`src/verilog/reader_seq_pkg.sv`:
```
// package of the reader command sequencer: command codes, register map,
// field positions, reset values and the structs that carry its signals.
// assumes one 20 MHz clock and a single AHB-Lite master.
package reader_seq_pkg;

  ////////////////////////////////////////////////////////////////////////////
  // command codes
  localparam logic [7:0] CMD_IDLE = 8'h00;
  localparam logic [7:0] CMD_RECEIVE = 8'h16;
  localparam logic [7:0] CMD_TRANSMIT = 8'h1a;
  localparam logic [7:0] CMD_POWER_ON_INIT = 8'h3f;

  ////////////////////////////////////////////////////////////////////////////
  // register byte offsets; offsets below PAGE0_END form page 0
  localparam logic [7:0] OFS_COMMAND = 8'h00;
  localparam logic [7:0] OFS_MAIN_STATUS = 8'h04;
  localparam logic [7:0] OFS_REDUNDANCY_CONFIG = 8'h20;
  localparam logic [7:0] OFS_RX_START_DELAY = 8'h24;
  localparam logic [7:0] PAGE0_END = 8'h20;

  // main status register bits
  localparam int STS_CMD_DONE = 0;
  localparam int STS_TX_DONE = 1;
  localparam int STS_RX_DONE = 2;
  localparam int STS_TX_ARMED = 4;
  localparam int STS_TX_ACTIVE = 5;
  localparam int STS_RX_ACTIVE = 6;
  localparam int STS_ACCEPT_MORE = 7;

  // redundancy config register bits
  localparam int CFG_TX_CHECKSUM = 0;
  localparam int CFG_CRC8 = 1;
  localparam int CFG_LEGACY = 2;
  localparam logic [2:0] CFG_RESET = 3'h0;
  localparam logic [7:0] RX_DELAY_RESET = 8'h03;

  // receiver preparation uses counts 3 down to 1
  localparam logic [7:0] RX_PREP_TOP = 8'h03;

  // cycles spent in the reset phase of the initialisation command
  localparam logic [2:0] RESET_PHASE_CYCLES = 3'h4;

  // checksum presets and reflected polynomials
  localparam logic [15:0] CRC16_PRESET = 16'hffff;
  localparam logic [15:0] CRC16_POLY = 16'h8408;
  localparam logic [7:0] CRC8_PRESET = 8'hff;
  localparam logic [7:0] CRC8_POLY = 8'h8c;

  ////////////////////////////////////////////////////////////////////////////
  // types
  typedef enum logic [3:0] {
    ST_RESET_PHASE, ST_INIT_LOAD, ST_IDLE, ST_TX_ARMED, ST_TX_START,
    ST_TX_DATA, ST_TX_CRC, ST_TX_EOF, ST_RX_WAIT, ST_RX_RUN
  } seq_state_t;

  typedef enum logic [1:0] {TXP_NONE, TXP_START, TXP_DATA, TXP_EOF} tx_phase_t;

  typedef struct packed {
    logic empty;
    logic [7:0] rdata;
  } fifo_in_t;

  typedef struct packed {
    logic push;
    logic [7:0] wdata;
  } fifo_wr_t;

  typedef struct packed {
    logic active;
    logic bit_val;
    tx_phase_t phase;
  } tx_out_t;

  typedef struct packed {
    logic byte_valid;
    logic [7:0] data;
    logic done;
  } rx_in_t;

  typedef struct packed {
    logic prep;
    logic enable;
  } rx_ctl_t;

  typedef struct packed {
    logic [7:0] cfg;
    logic [7:0] rx_delay;
  } init_data_t;

  typedef struct packed {
    seq_state_t state;
    logic [7:0] cmd;
    logic [2:0] cfg;
    logic [7:0] rx_delay;
    logic [2:0] flags;
    logic [2:0] rst_cnt;
    logic [15:0] div_cnt;
    logic [2:0] bit_cnt;
    logic [7:0] shreg;
    logic accept;
    logic crc_hi;
    logic [15:0] crc;
    logic [7:0] rx_cnt;
    logic [2:0] pin_sync;
    logic dp_write;
    logic [7:0] dp_addr;
    logic [31:0] rdata;
    logic init_req;
    fifo_wr_t fifo_wr;
    tx_out_t tx;
    rx_ctl_t rx;
  } seq_t;

  localparam seq_t SEQ_RESET = '{
    state: ST_RESET_PHASE,
    cmd: CMD_POWER_ON_INIT,
    cfg: CFG_RESET,
    rx_delay: RX_DELAY_RESET,
    tx: '{active: 1'b0, bit_val: 1'b0, phase: TXP_NONE},
    default: '0
  };

endpackage : reader_seq_pkg

```
`src/verilog/reader_command_sequencer.sv`:
```
// command sequencer of a contactless label reader: initialisation, idle,
// transmit (fifo to rf bit stream) and receive (decoded bytes to fifo).
// assumes the fifo, the eeprom loader and the rf decoder run on clock.
//
// Decided for this implementation: the address map and the AHB-Lite slave port.
`timescale 1ns/1ps

module reader_command_sequencer #(
  parameter logic [15:0] BIT_DIV = 16'd128
) (
  input wire logic clock,
  input wire logic rst_b,
  input wire logic hsel,
  input wire logic [1:0] htrans,
  input wire logic hwrite,
  input wire logic [31:0] haddr,
  input wire logic [2:0] hsize,
  input wire logic [31:0] hwdata,
  input wire logic hready,
  output logic [31:0] hrdata,
  output logic hreadyout,
  output logic hresp,
  input wire logic reset_powerdown_pin,
  output logic init_load_req,
  input wire logic init_load_done,
  input wire reader_seq_pkg::init_data_t init_data,
  input wire reader_seq_pkg::fifo_in_t fifo_in,
  output logic fifo_pop,
  output reader_seq_pkg::fifo_wr_t fifo_wr,
  output reader_seq_pkg::tx_out_t tx_out,
  input wire reader_seq_pkg::rx_in_t rx_in,
  output reader_seq_pkg::rx_ctl_t rx_ctl
);

  ////////////////////////////////////////////////////////////////////////////
  // helpers

  function automatic logic is_page0(input logic [7:0] a);
    return a < reader_seq_pkg::PAGE0_END;
  endfunction : is_page0

  function automatic logic in_init(input reader_seq_pkg::seq_state_t s);
    return (s == reader_seq_pkg::ST_RESET_PHASE) || (s == reader_seq_pkg::ST_INIT_LOAD);
  endfunction : in_init

  // one byte through the reflected crc, 8 or 16 bits wide
  function automatic logic [15:0] crc_byte(input logic [15:0] c, input logic [7:0] d,
                                           input logic eight);
    logic [15:0] r;
    logic [15:0] poly;
    logic fb;
    r = c;
    poly = eight ? {8'h00, reader_seq_pkg::CRC8_POLY} : reader_seq_pkg::CRC16_POLY;
    for (int i = 0; i < 8; i++) begin
      fb = r[0] ^ d[i];
      r = r >> 1;
      if (fb) begin
        r = r ^ poly;
      end
    end
    return r;
  endfunction : crc_byte

  function automatic logic [15:0] crc_preset(input logic eight);
    return eight ? {8'h00, reader_seq_pkg::CRC8_PRESET} : reader_seq_pkg::CRC16_PRESET;
  endfunction : crc_preset

  // end of data or checksum: eof in standard mode, done in legacy mode
  function automatic reader_seq_pkg::seq_t frame_tail(input reader_seq_pkg::seq_t s);
    reader_seq_pkg::seq_t r;
    r = s;
    if (s.cfg[reader_seq_pkg::CFG_LEGACY]) begin
      r.state = reader_seq_pkg::ST_IDLE;
      r.cmd = reader_seq_pkg::CMD_IDLE;
      r.flags[reader_seq_pkg::STS_TX_DONE] = 1'b1;
      r.flags[reader_seq_pkg::STS_CMD_DONE] = 1'b1;
    end else begin
      r.state = reader_seq_pkg::ST_TX_EOF;
    end
    return r;
  endfunction : frame_tail

  function automatic logic [31:0] reg_read(input reader_seq_pkg::seq_t s,
                                           input logic [7:0] a);
    logic [31:0] r;
    r = '0;
    case (a)
      reader_seq_pkg::OFS_COMMAND: r[7:0] = s.cmd;
      reader_seq_pkg::OFS_MAIN_STATUS: begin
        r[2:0] = s.flags;
        r[reader_seq_pkg::STS_TX_ARMED] = s.state == reader_seq_pkg::ST_TX_ARMED;
        r[reader_seq_pkg::STS_TX_ACTIVE] = s.tx.active;
        r[reader_seq_pkg::STS_RX_ACTIVE] = s.rx.enable;
        r[reader_seq_pkg::STS_ACCEPT_MORE] = s.accept;
      end
      reader_seq_pkg::OFS_REDUNDANCY_CONFIG: r[2:0] = s.cfg;
      reader_seq_pkg::OFS_RX_START_DELAY: r[7:0] = s.rx_delay;
      default: r = '0;
    endcase
    return r;
  endfunction : reg_read

  ////////////////////////////////////////////////////////////////////////////
  // reset release

  logic rst_meta_ff;
  logic rst_sync_ff;

  always_ff @(posedge clock or negedge rst_b) begin
    if (!rst_b) begin
      rst_meta_ff <= 1'b0;
      rst_sync_ff <= 1'b0;
    end else begin
      rst_meta_ff <= 1'b1;
      rst_sync_ff <= rst_meta_ff;
    end
  end

  ////////////////////////////////////////////////////////////////////////////
  // next state

  reader_seq_pkg::seq_t q_ff;
  reader_seq_pkg::seq_t nxt_q;
  logic tick;
  logic pin_fall;
  logic addr_read;

  always_comb begin
    nxt_q = q_ff;
    fifo_pop = 1'b0;
    tick = 1'b0;
    nxt_q.fifo_wr.push = 1'b0;
    // pin passes two flops; the edge is seen between the second and third
    nxt_q.pin_sync = {q_ff.pin_sync[1:0], reset_powerdown_pin};
    pin_fall = q_ff.pin_sync[2] & ~q_ff.pin_sync[1];

    // bit clock enable
    if (q_ff.div_cnt >= BIT_DIV - 16'd1) begin
      nxt_q.div_cnt = '0;
      tick = 1'b1;
    end else begin
      nxt_q.div_cnt = q_ff.div_cnt + 16'd1;
    end

    // bus address phase: read data is prepared for the data phase
    addr_read = hsel & htrans[1] & hready & ~hwrite;
    nxt_q.dp_write = hsel & htrans[1] & hready & hwrite;
    nxt_q.dp_addr = haddr[7:0];
    if (addr_read) begin
      if (in_init(q_ff.state) && !is_page0(haddr[7:0])) begin
        nxt_q.rdata = '0;
      end else begin
        nxt_q.rdata = reg_read(q_ff, haddr[7:0]);
      end
    end

    // status flags clear by writing one; sets below win
    if (q_ff.dp_write && !in_init(q_ff.state) &&
        q_ff.dp_addr == reader_seq_pkg::OFS_MAIN_STATUS) begin
      nxt_q.flags = q_ff.flags & ~hwdata[2:0];
    end

    unique case (q_ff.state)
      reader_seq_pkg::ST_RESET_PHASE: begin
        // held here while the power-down pin is low
        if (!q_ff.pin_sync[1]) begin
          nxt_q.rst_cnt = '0;
        end else if (q_ff.rst_cnt == reader_seq_pkg::RESET_PHASE_CYCLES - 3'd1) begin
          nxt_q.state = reader_seq_pkg::ST_INIT_LOAD;
          nxt_q.init_req = 1'b1;
        end else begin
          nxt_q.rst_cnt = q_ff.rst_cnt + 3'd1;
        end
      end
      reader_seq_pkg::ST_INIT_LOAD: begin
        if (init_load_done) begin
          nxt_q.cfg = init_data.cfg[2:0];
          nxt_q.rx_delay = init_data.rx_delay;
          nxt_q.init_req = 1'b0;
          nxt_q.state = reader_seq_pkg::ST_IDLE;
          nxt_q.cmd = reader_seq_pkg::CMD_IDLE;
          nxt_q.flags[reader_seq_pkg::STS_CMD_DONE] = 1'b1;
        end
      end
      reader_seq_pkg::ST_IDLE: begin
        nxt_q.accept = 1'b0;
      end
      reader_seq_pkg::ST_TX_ARMED: begin
        if (!fifo_in.empty) begin
          fifo_pop = 1'b1;
          nxt_q.shreg = fifo_in.rdata;
          nxt_q.crc = crc_byte(crc_preset(q_ff.cfg[reader_seq_pkg::CFG_CRC8]),
                               fifo_in.rdata, q_ff.cfg[reader_seq_pkg::CFG_CRC8]);
          nxt_q.state = reader_seq_pkg::ST_TX_START;
          nxt_q.div_cnt = '0;
          nxt_q.accept = 1'b1;
        end
      end
      reader_seq_pkg::ST_TX_START: begin
        if (tick) begin
          nxt_q.state = reader_seq_pkg::ST_TX_DATA;
          nxt_q.bit_cnt = '0;
        end
      end
      reader_seq_pkg::ST_TX_DATA: begin
        if (tick) begin
          if (q_ff.bit_cnt == 3'd7) begin
            if (q_ff.accept) begin
              fifo_pop = 1'b1;
              nxt_q.shreg = fifo_in.rdata;
              nxt_q.crc = crc_byte(q_ff.crc, fifo_in.rdata,
                                   q_ff.cfg[reader_seq_pkg::CFG_CRC8]);
              nxt_q.bit_cnt = '0;
            end else if (q_ff.cfg[reader_seq_pkg::CFG_TX_CHECKSUM]) begin
              nxt_q.state = reader_seq_pkg::ST_TX_CRC;
              nxt_q.shreg = ~q_ff.crc[7:0];
              nxt_q.crc_hi = ~q_ff.cfg[reader_seq_pkg::CFG_CRC8];
              nxt_q.bit_cnt = '0;
            end else begin
              nxt_q = frame_tail(nxt_q);
            end
          end else begin
            nxt_q.bit_cnt = q_ff.bit_cnt + 3'd1;
            if (q_ff.bit_cnt == 3'd6) begin
              nxt_q.accept = ~fifo_in.empty;
            end
          end
        end
      end
      reader_seq_pkg::ST_TX_CRC: begin
        nxt_q.accept = 1'b0;
        if (tick) begin
          if (q_ff.bit_cnt != 3'd7) begin
            nxt_q.bit_cnt = q_ff.bit_cnt + 3'd1;
          end else if (q_ff.crc_hi) begin
            nxt_q.shreg = ~q_ff.crc[15:8];
            nxt_q.crc_hi = 1'b0;
            nxt_q.bit_cnt = '0;
          end else begin
            nxt_q = frame_tail(nxt_q);
          end
        end
      end
      reader_seq_pkg::ST_TX_EOF: begin
        if (tick) begin
          nxt_q.state = reader_seq_pkg::ST_IDLE;
          nxt_q.cmd = reader_seq_pkg::CMD_IDLE;
          nxt_q.flags[reader_seq_pkg::STS_TX_DONE] = 1'b1;
          nxt_q.flags[reader_seq_pkg::STS_CMD_DONE] = 1'b1;
        end
      end
      reader_seq_pkg::ST_RX_WAIT: begin
        if (tick) begin
          // the receiver starts as the count reaches zero
          if (q_ff.rx_cnt <= 8'h01) begin
            nxt_q.state = reader_seq_pkg::ST_RX_RUN;
            nxt_q.rx_cnt = 8'h00;
          end else begin
            nxt_q.rx_cnt = q_ff.rx_cnt - 8'h01;
          end
        end
      end
      reader_seq_pkg::ST_RX_RUN: begin
        if (rx_in.byte_valid) begin
          nxt_q.fifo_wr.push = 1'b1;
          nxt_q.fifo_wr.wdata = rx_in.data;
        end
        if (rx_in.done) begin
          nxt_q.state = reader_seq_pkg::ST_IDLE;
          nxt_q.cmd = reader_seq_pkg::CMD_IDLE;
          nxt_q.flags[reader_seq_pkg::STS_RX_DONE] = 1'b1;
          nxt_q.flags[reader_seq_pkg::STS_CMD_DONE] = 1'b1;
        end
      end
    endcase

    // host register writes, ignored during initialisation; writing idle, transmit or receive overrides the running command
    if (q_ff.dp_write && !in_init(q_ff.state)) begin
      case (q_ff.dp_addr)
        reader_seq_pkg::OFS_COMMAND: begin
          case (hwdata[7:0])
            reader_seq_pkg::CMD_IDLE: begin
              // abort without done flag; fifo is not touched
              nxt_q.state = reader_seq_pkg::ST_IDLE;
              nxt_q.cmd = reader_seq_pkg::CMD_IDLE;
              fifo_pop = 1'b0;
            end
            reader_seq_pkg::CMD_TRANSMIT: begin
              nxt_q.state = reader_seq_pkg::ST_TX_ARMED;
              nxt_q.cmd = reader_seq_pkg::CMD_TRANSMIT;
              nxt_q.accept = 1'b0;
              fifo_pop = 1'b0;
            end
            reader_seq_pkg::CMD_RECEIVE: begin
              nxt_q.state = reader_seq_pkg::ST_RX_WAIT;
              nxt_q.cmd = reader_seq_pkg::CMD_RECEIVE;
              nxt_q.rx_cnt = q_ff.rx_delay;
              nxt_q.div_cnt = '0;
              nxt_q.accept = 1'b0;
              fifo_pop = 1'b0;
            end
            default: ;
          endcase
        end
        reader_seq_pkg::OFS_REDUNDANCY_CONFIG: nxt_q.cfg = hwdata[2:0];
        reader_seq_pkg::OFS_RX_START_DELAY: nxt_q.rx_delay = hwdata[7:0];
        default: ;
      endcase
    end

    // falling reset pin restarts initialisation from the reset phase
    if (pin_fall) begin
      nxt_q.state = reader_seq_pkg::ST_RESET_PHASE;
      nxt_q.cmd = reader_seq_pkg::CMD_POWER_ON_INIT;
      nxt_q.rst_cnt = '0;
      nxt_q.flags = '0;
      nxt_q.cfg = reader_seq_pkg::CFG_RESET;
      nxt_q.rx_delay = reader_seq_pkg::RX_DELAY_RESET;
      nxt_q.init_req = 1'b0;
      nxt_q.accept = 1'b0;
      fifo_pop = 1'b0;
    end

    // registered link outputs follow the next state
    nxt_q.tx.active = nxt_q.state inside {reader_seq_pkg::ST_TX_START,
        reader_seq_pkg::ST_TX_DATA, reader_seq_pkg::ST_TX_CRC, reader_seq_pkg::ST_TX_EOF};
    nxt_q.tx.bit_val = (nxt_q.state == reader_seq_pkg::ST_TX_DATA ||
        nxt_q.state == reader_seq_pkg::ST_TX_CRC) ? nxt_q.shreg[nxt_q.bit_cnt] : 1'b0;
    unique case (nxt_q.state)
      reader_seq_pkg::ST_TX_START: nxt_q.tx.phase = reader_seq_pkg::TXP_START;
      reader_seq_pkg::ST_TX_DATA, reader_seq_pkg::ST_TX_CRC:
        nxt_q.tx.phase = reader_seq_pkg::TXP_DATA;
      reader_seq_pkg::ST_TX_EOF: nxt_q.tx.phase = reader_seq_pkg::TXP_EOF;
      default: nxt_q.tx.phase = reader_seq_pkg::TXP_NONE;
    endcase
    nxt_q.rx.enable = nxt_q.state == reader_seq_pkg::ST_RX_RUN;
    nxt_q.rx.prep = (nxt_q.state == reader_seq_pkg::ST_RX_WAIT) &&
        (nxt_q.rx_cnt <= reader_seq_pkg::RX_PREP_TOP) && (nxt_q.rx_cnt != 8'h00);
  end

  always_ff @(posedge clock or negedge rst_sync_ff) begin
    if (!rst_sync_ff) begin
      q_ff <= reader_seq_pkg::SEQ_RESET;
    end else begin
      q_ff <= nxt_q;
    end
  end

  ////////////////////////////////////////////////////////////////////////////
  // outputs

  assign hrdata = q_ff.rdata;
  assign hreadyout = 1'b1;
  assign hresp = 1'b0;
  assign init_load_req = q_ff.init_req;
  assign fifo_wr = q_ff.fifo_wr;
  assign tx_out = q_ff.tx;
  assign rx_ctl = q_ff.rx;

endmodule : reader_command_sequencer

```
`config.mk`:
```
export PLATFORM = sky130hd
export DESIGN_NAME = reader_command_sequencer
export DESIGN_NICKNAME = d
export VERILOG_FILES = /design/src/verilog/reader_seq_pkg.sv /design/src/verilog/reader_command_sequencer.sv
export SDC_FILE = /design/constraint.sdc
export NUM_CORES = 1
export LEC_CHECK = 0
export BUFFER_PORTS_ARGS = -buffer_cell sky130_fd_sc_hd__buf_2
export CORE_AREA = 2 2 134 136
export DETAILED_ROUTE_END_ITERATION = 10
export DIE_AREA = 0 0 136 138
export PLACE_DENSITY = 0.77
export SYNTH_ARGS = -nofsm -noshare
export SYNTH_HDL_FRONTEND = slang
export SYNTH_SLANG_ARGS = --single-unit
export TNS_END_PERCENT = 20
```
`constraint.sdc`:
```
create_clock -name clock -period 3.7 [get_ports clock]
set_clock_uncertainty 0.15 [all_clocks]
set_input_delay 0.74 -clock clock [delete_from_list [all_inputs] [get_ports clock]]
set_output_delay 0.74 -clock clock [all_outputs]
set_load 0.005 [all_outputs]
```
==> metrics.txt <==
status finished, final reports clean; CTS tree yes; drt total wl 19.17 mm; Die Area 0.01877 mm2; total congestion overflow 0; DR WL/cell 16.89 um; CP required 2.81 ns; first-pass GRT wire length 30.57 mm; Async S/R FF share, synth 1.000; sequential area share after synthesis 0.4015; cell row count 49; Initial Utilization 0.4280; r2r endpoint tx_out[2]; EDFF count, synth 0; most used cell along the critical path ha_1; measured slew at the worst slew-check pin 0.7512 ns; slack of the critical path 0.09671 ns; leakage power 0.003967 uW; Core Area 0.01753 mm2; CTS resizes 0; Yosys warnings 0; CP endpoint fifo_pop; Die Height 138 um; RSZ-0062 raised after global routing false; filler instances 1,621; WS Path Type register to primary output; CP endpoint kind primary output; Post-DP HPWL 14.21 mm; vias in the first global route 6,029; post-synth cell types 79; VDD IR-drop max 0.0003791 V; most frequent cells in the layout 111 x dfrtp_1, 78 x buf_2, 70 x nand2_1; Slew Limit Fails 0; Post-Place Cells 1,102; CP Launch Type register; hold_ws 0.1967 ns; CP max-delay cell dfrtp_1; Setup Viol. Count Final 0; fmax 0.2775 GHz; Setup crit start q_ff[94]; total global-route track usage 0.2074; residual DRC count 0; DR vias/cell 5.629; Reg-to-Reg Start q_ff[112]; CP Cell Sequence ha_1, ha_1, inv_1, a21oi_1, buf_4, a31oi_1, nor3_1, buf_2; Vias 6,389; DR pass1 iterations 5; cell count after synthesis 816; final net count 1,022; Clock Tree Buf Depth 2; Hold-fix buffers, CTS 1; I/O Buffers 78; Final Non-Filler Cells 1,135; crit share post-route 0.9739; CP max stage delay 0.39 ns; Seq cells post-synth 120; Die W 136 um; pin count of the biggest net entering global routing 66; TritonCTS Buffers 17; RD Place Congestion 0.9191; number of diodes 0; commonest non-fill, non-tap cell in the layout dfrtp_1; clk_lat worst skew 0.42 ns; mapped cell area 0.007505 mm2; DP Worst Slack 0.2332 ns; # Post-CTS Setup Buffers 0; H-tree depth 4; layout overhead on the synthesized area 15.86%; Routed Antenna Nets 0; TNS Setup 0 ns; Max Cap Viol 0; Slew headroom 0.4863; share of cells above drive strength 1 0.2009; IO Pins 162; Reg2Reg Setup Slack 0.39 ns; Final Core Density 0.4959; Worst R2R Path Depth 10; PD cells 681.4 mW/mm2; Avg Cell Area, Syn 9.197 um2; Tmin final 3.603 ns; Root Buffer clkbuf_16; Final Hold Viols 0; initial antenna violation count 0; crit path DAT 2.71 ns; 1st-iter DRT viols 633; Hold Path Class register to register; ys flop type dfrtp_1; Clock transition at path regs 0.05 ns; CP max FO 10; number of clock sinks 120
[sequential cells by signal, summed over array words and instances, names as in the netlist]
signal         count
fifo_wr            9
hrdata             8
init_load_req      1
q_ff              94
rst_meta_ff        1
rst_sync_ff        1
rx_ctl             2
tx_out             4
[stage by stage]
step	total power (uW)	cell area, um2
after floorplan	3598	7630
after global placement	4137	8074
after detailed placement	4197	8074
after CTS	5915	8695
after global routing	6258	8695
final	5925	8695
[critical path: cells and delay by family, from the launching register on]
| family | cells | cell delay [ns] |
|---|---|---|
| adder cells (fa/ha/maj) | 2 | 0.55 |
| AO/OA/AOI/OAI | 2 | 0.44 |
| AND/OR/NAND/NOR | 1 | 0.34 |
| flip-flops | 1 | 0.39 |
| buffers and inverters | 3 | 0.59 |
[metal layers]
metal / up-vias / global-route usage / part of all wire
met5: - / 0 / 0
met1: 3074 / 0.2811 / 0.45
met3: 43 / 0.04804 / 0.062
met4: 0 / 0.07456 / 0.031
li1: 3012 / - / -
met2: 260 / 0.3248 / 0.46
[layout make-up]
| cell class | count | area [um2] | share of cell area |
|---|---|---|---|
| Multi-Input combinational cell | 608 | 3980 | 0.4578 |
| Clock inverter | 13 | 167.7 | 0.01928 |
| Clock buffer | 19 | 442.9 | 0.05094 |
| Inverter | 31 | 117.6 | 0.01353 |
| Sequential cell | 120 | 3017 | 0.3470 |
| Tap cell | 229 | 286.5 | 0.03295 |
| Timing Repair Buffer | 115 | 683.2 | 0.07857 |
[worst min path at each step]
stage               depth (start not counted)        start  slack, ns     endpoint
floorplan                                   0  rst_meta_ff       0.18  rst_sync_ff
detailed placement                          0     q_ff[57]       0.19     q_ff[58]
global route                                0     q_ff[57]       0.20     q_ff[58]
global placement                            0     q_ff[57]       0.18     q_ff[58]
finish                                      0     q_ff[57]       0.20     q_ff[58]
CTS                                         0     q_ff[57]       0.20     q_ff[58]
[synthesized netlist by cell type, drive strengths merged, types with 5 or more instances]
cell type	count	area [um2]
o21a	5	37.54
o211ai	8	60.06
dfrtp	112	2803
clkbuf	34	127.6
buf	56	405.4
nand2	70	262.8
and2	5	31.28
inv	30	112.6
o2111ai	6	52.55
xnor2	43	376.6
ha	18	225.2
and3	7	43.79
mux2	11	123.9
nand3	23	115.1
a21oi	46	230.2
o22ai	5	31.28
a211oi	11	82.58
nor4	7	50.05
xor2	13	113.9
or3	5	31.28
nand4	5	31.28
a22o	9	78.83
o31ai	5	37.54
a22oi	10	75.07
a31oi	7	43.79
o221ai	9	78.83
nand2b	8	50.05
a21o	6	45.04
nor2	69	259.0
mux2i	26	260.3
o21ai	44	220.2
or4	6	48.80
dfstp	8	210.2
nor2b	6	37.54
nor3	21	115.1
[power breakdown]
part,leakage [uW],internal [uW],switching (uW)
registers,0.00152,1630,326
clock network,0.000294,1080,609
logic,0.00216,1020,1260
total,0.00397,3730,2200
[logic make-up after synthesis]
family                     synth area share
buffers and inverters               0.08669
adders and majority gates           0.03001
and+or+nand+nor                      0.1639
other                              0.001001
muxes                               0.06019
xor gates and xnor gates            0.06536
AOI/OAI and AO/OA                    0.1914
DFF                                  0.4015
(Power assumes the default switching activity.)
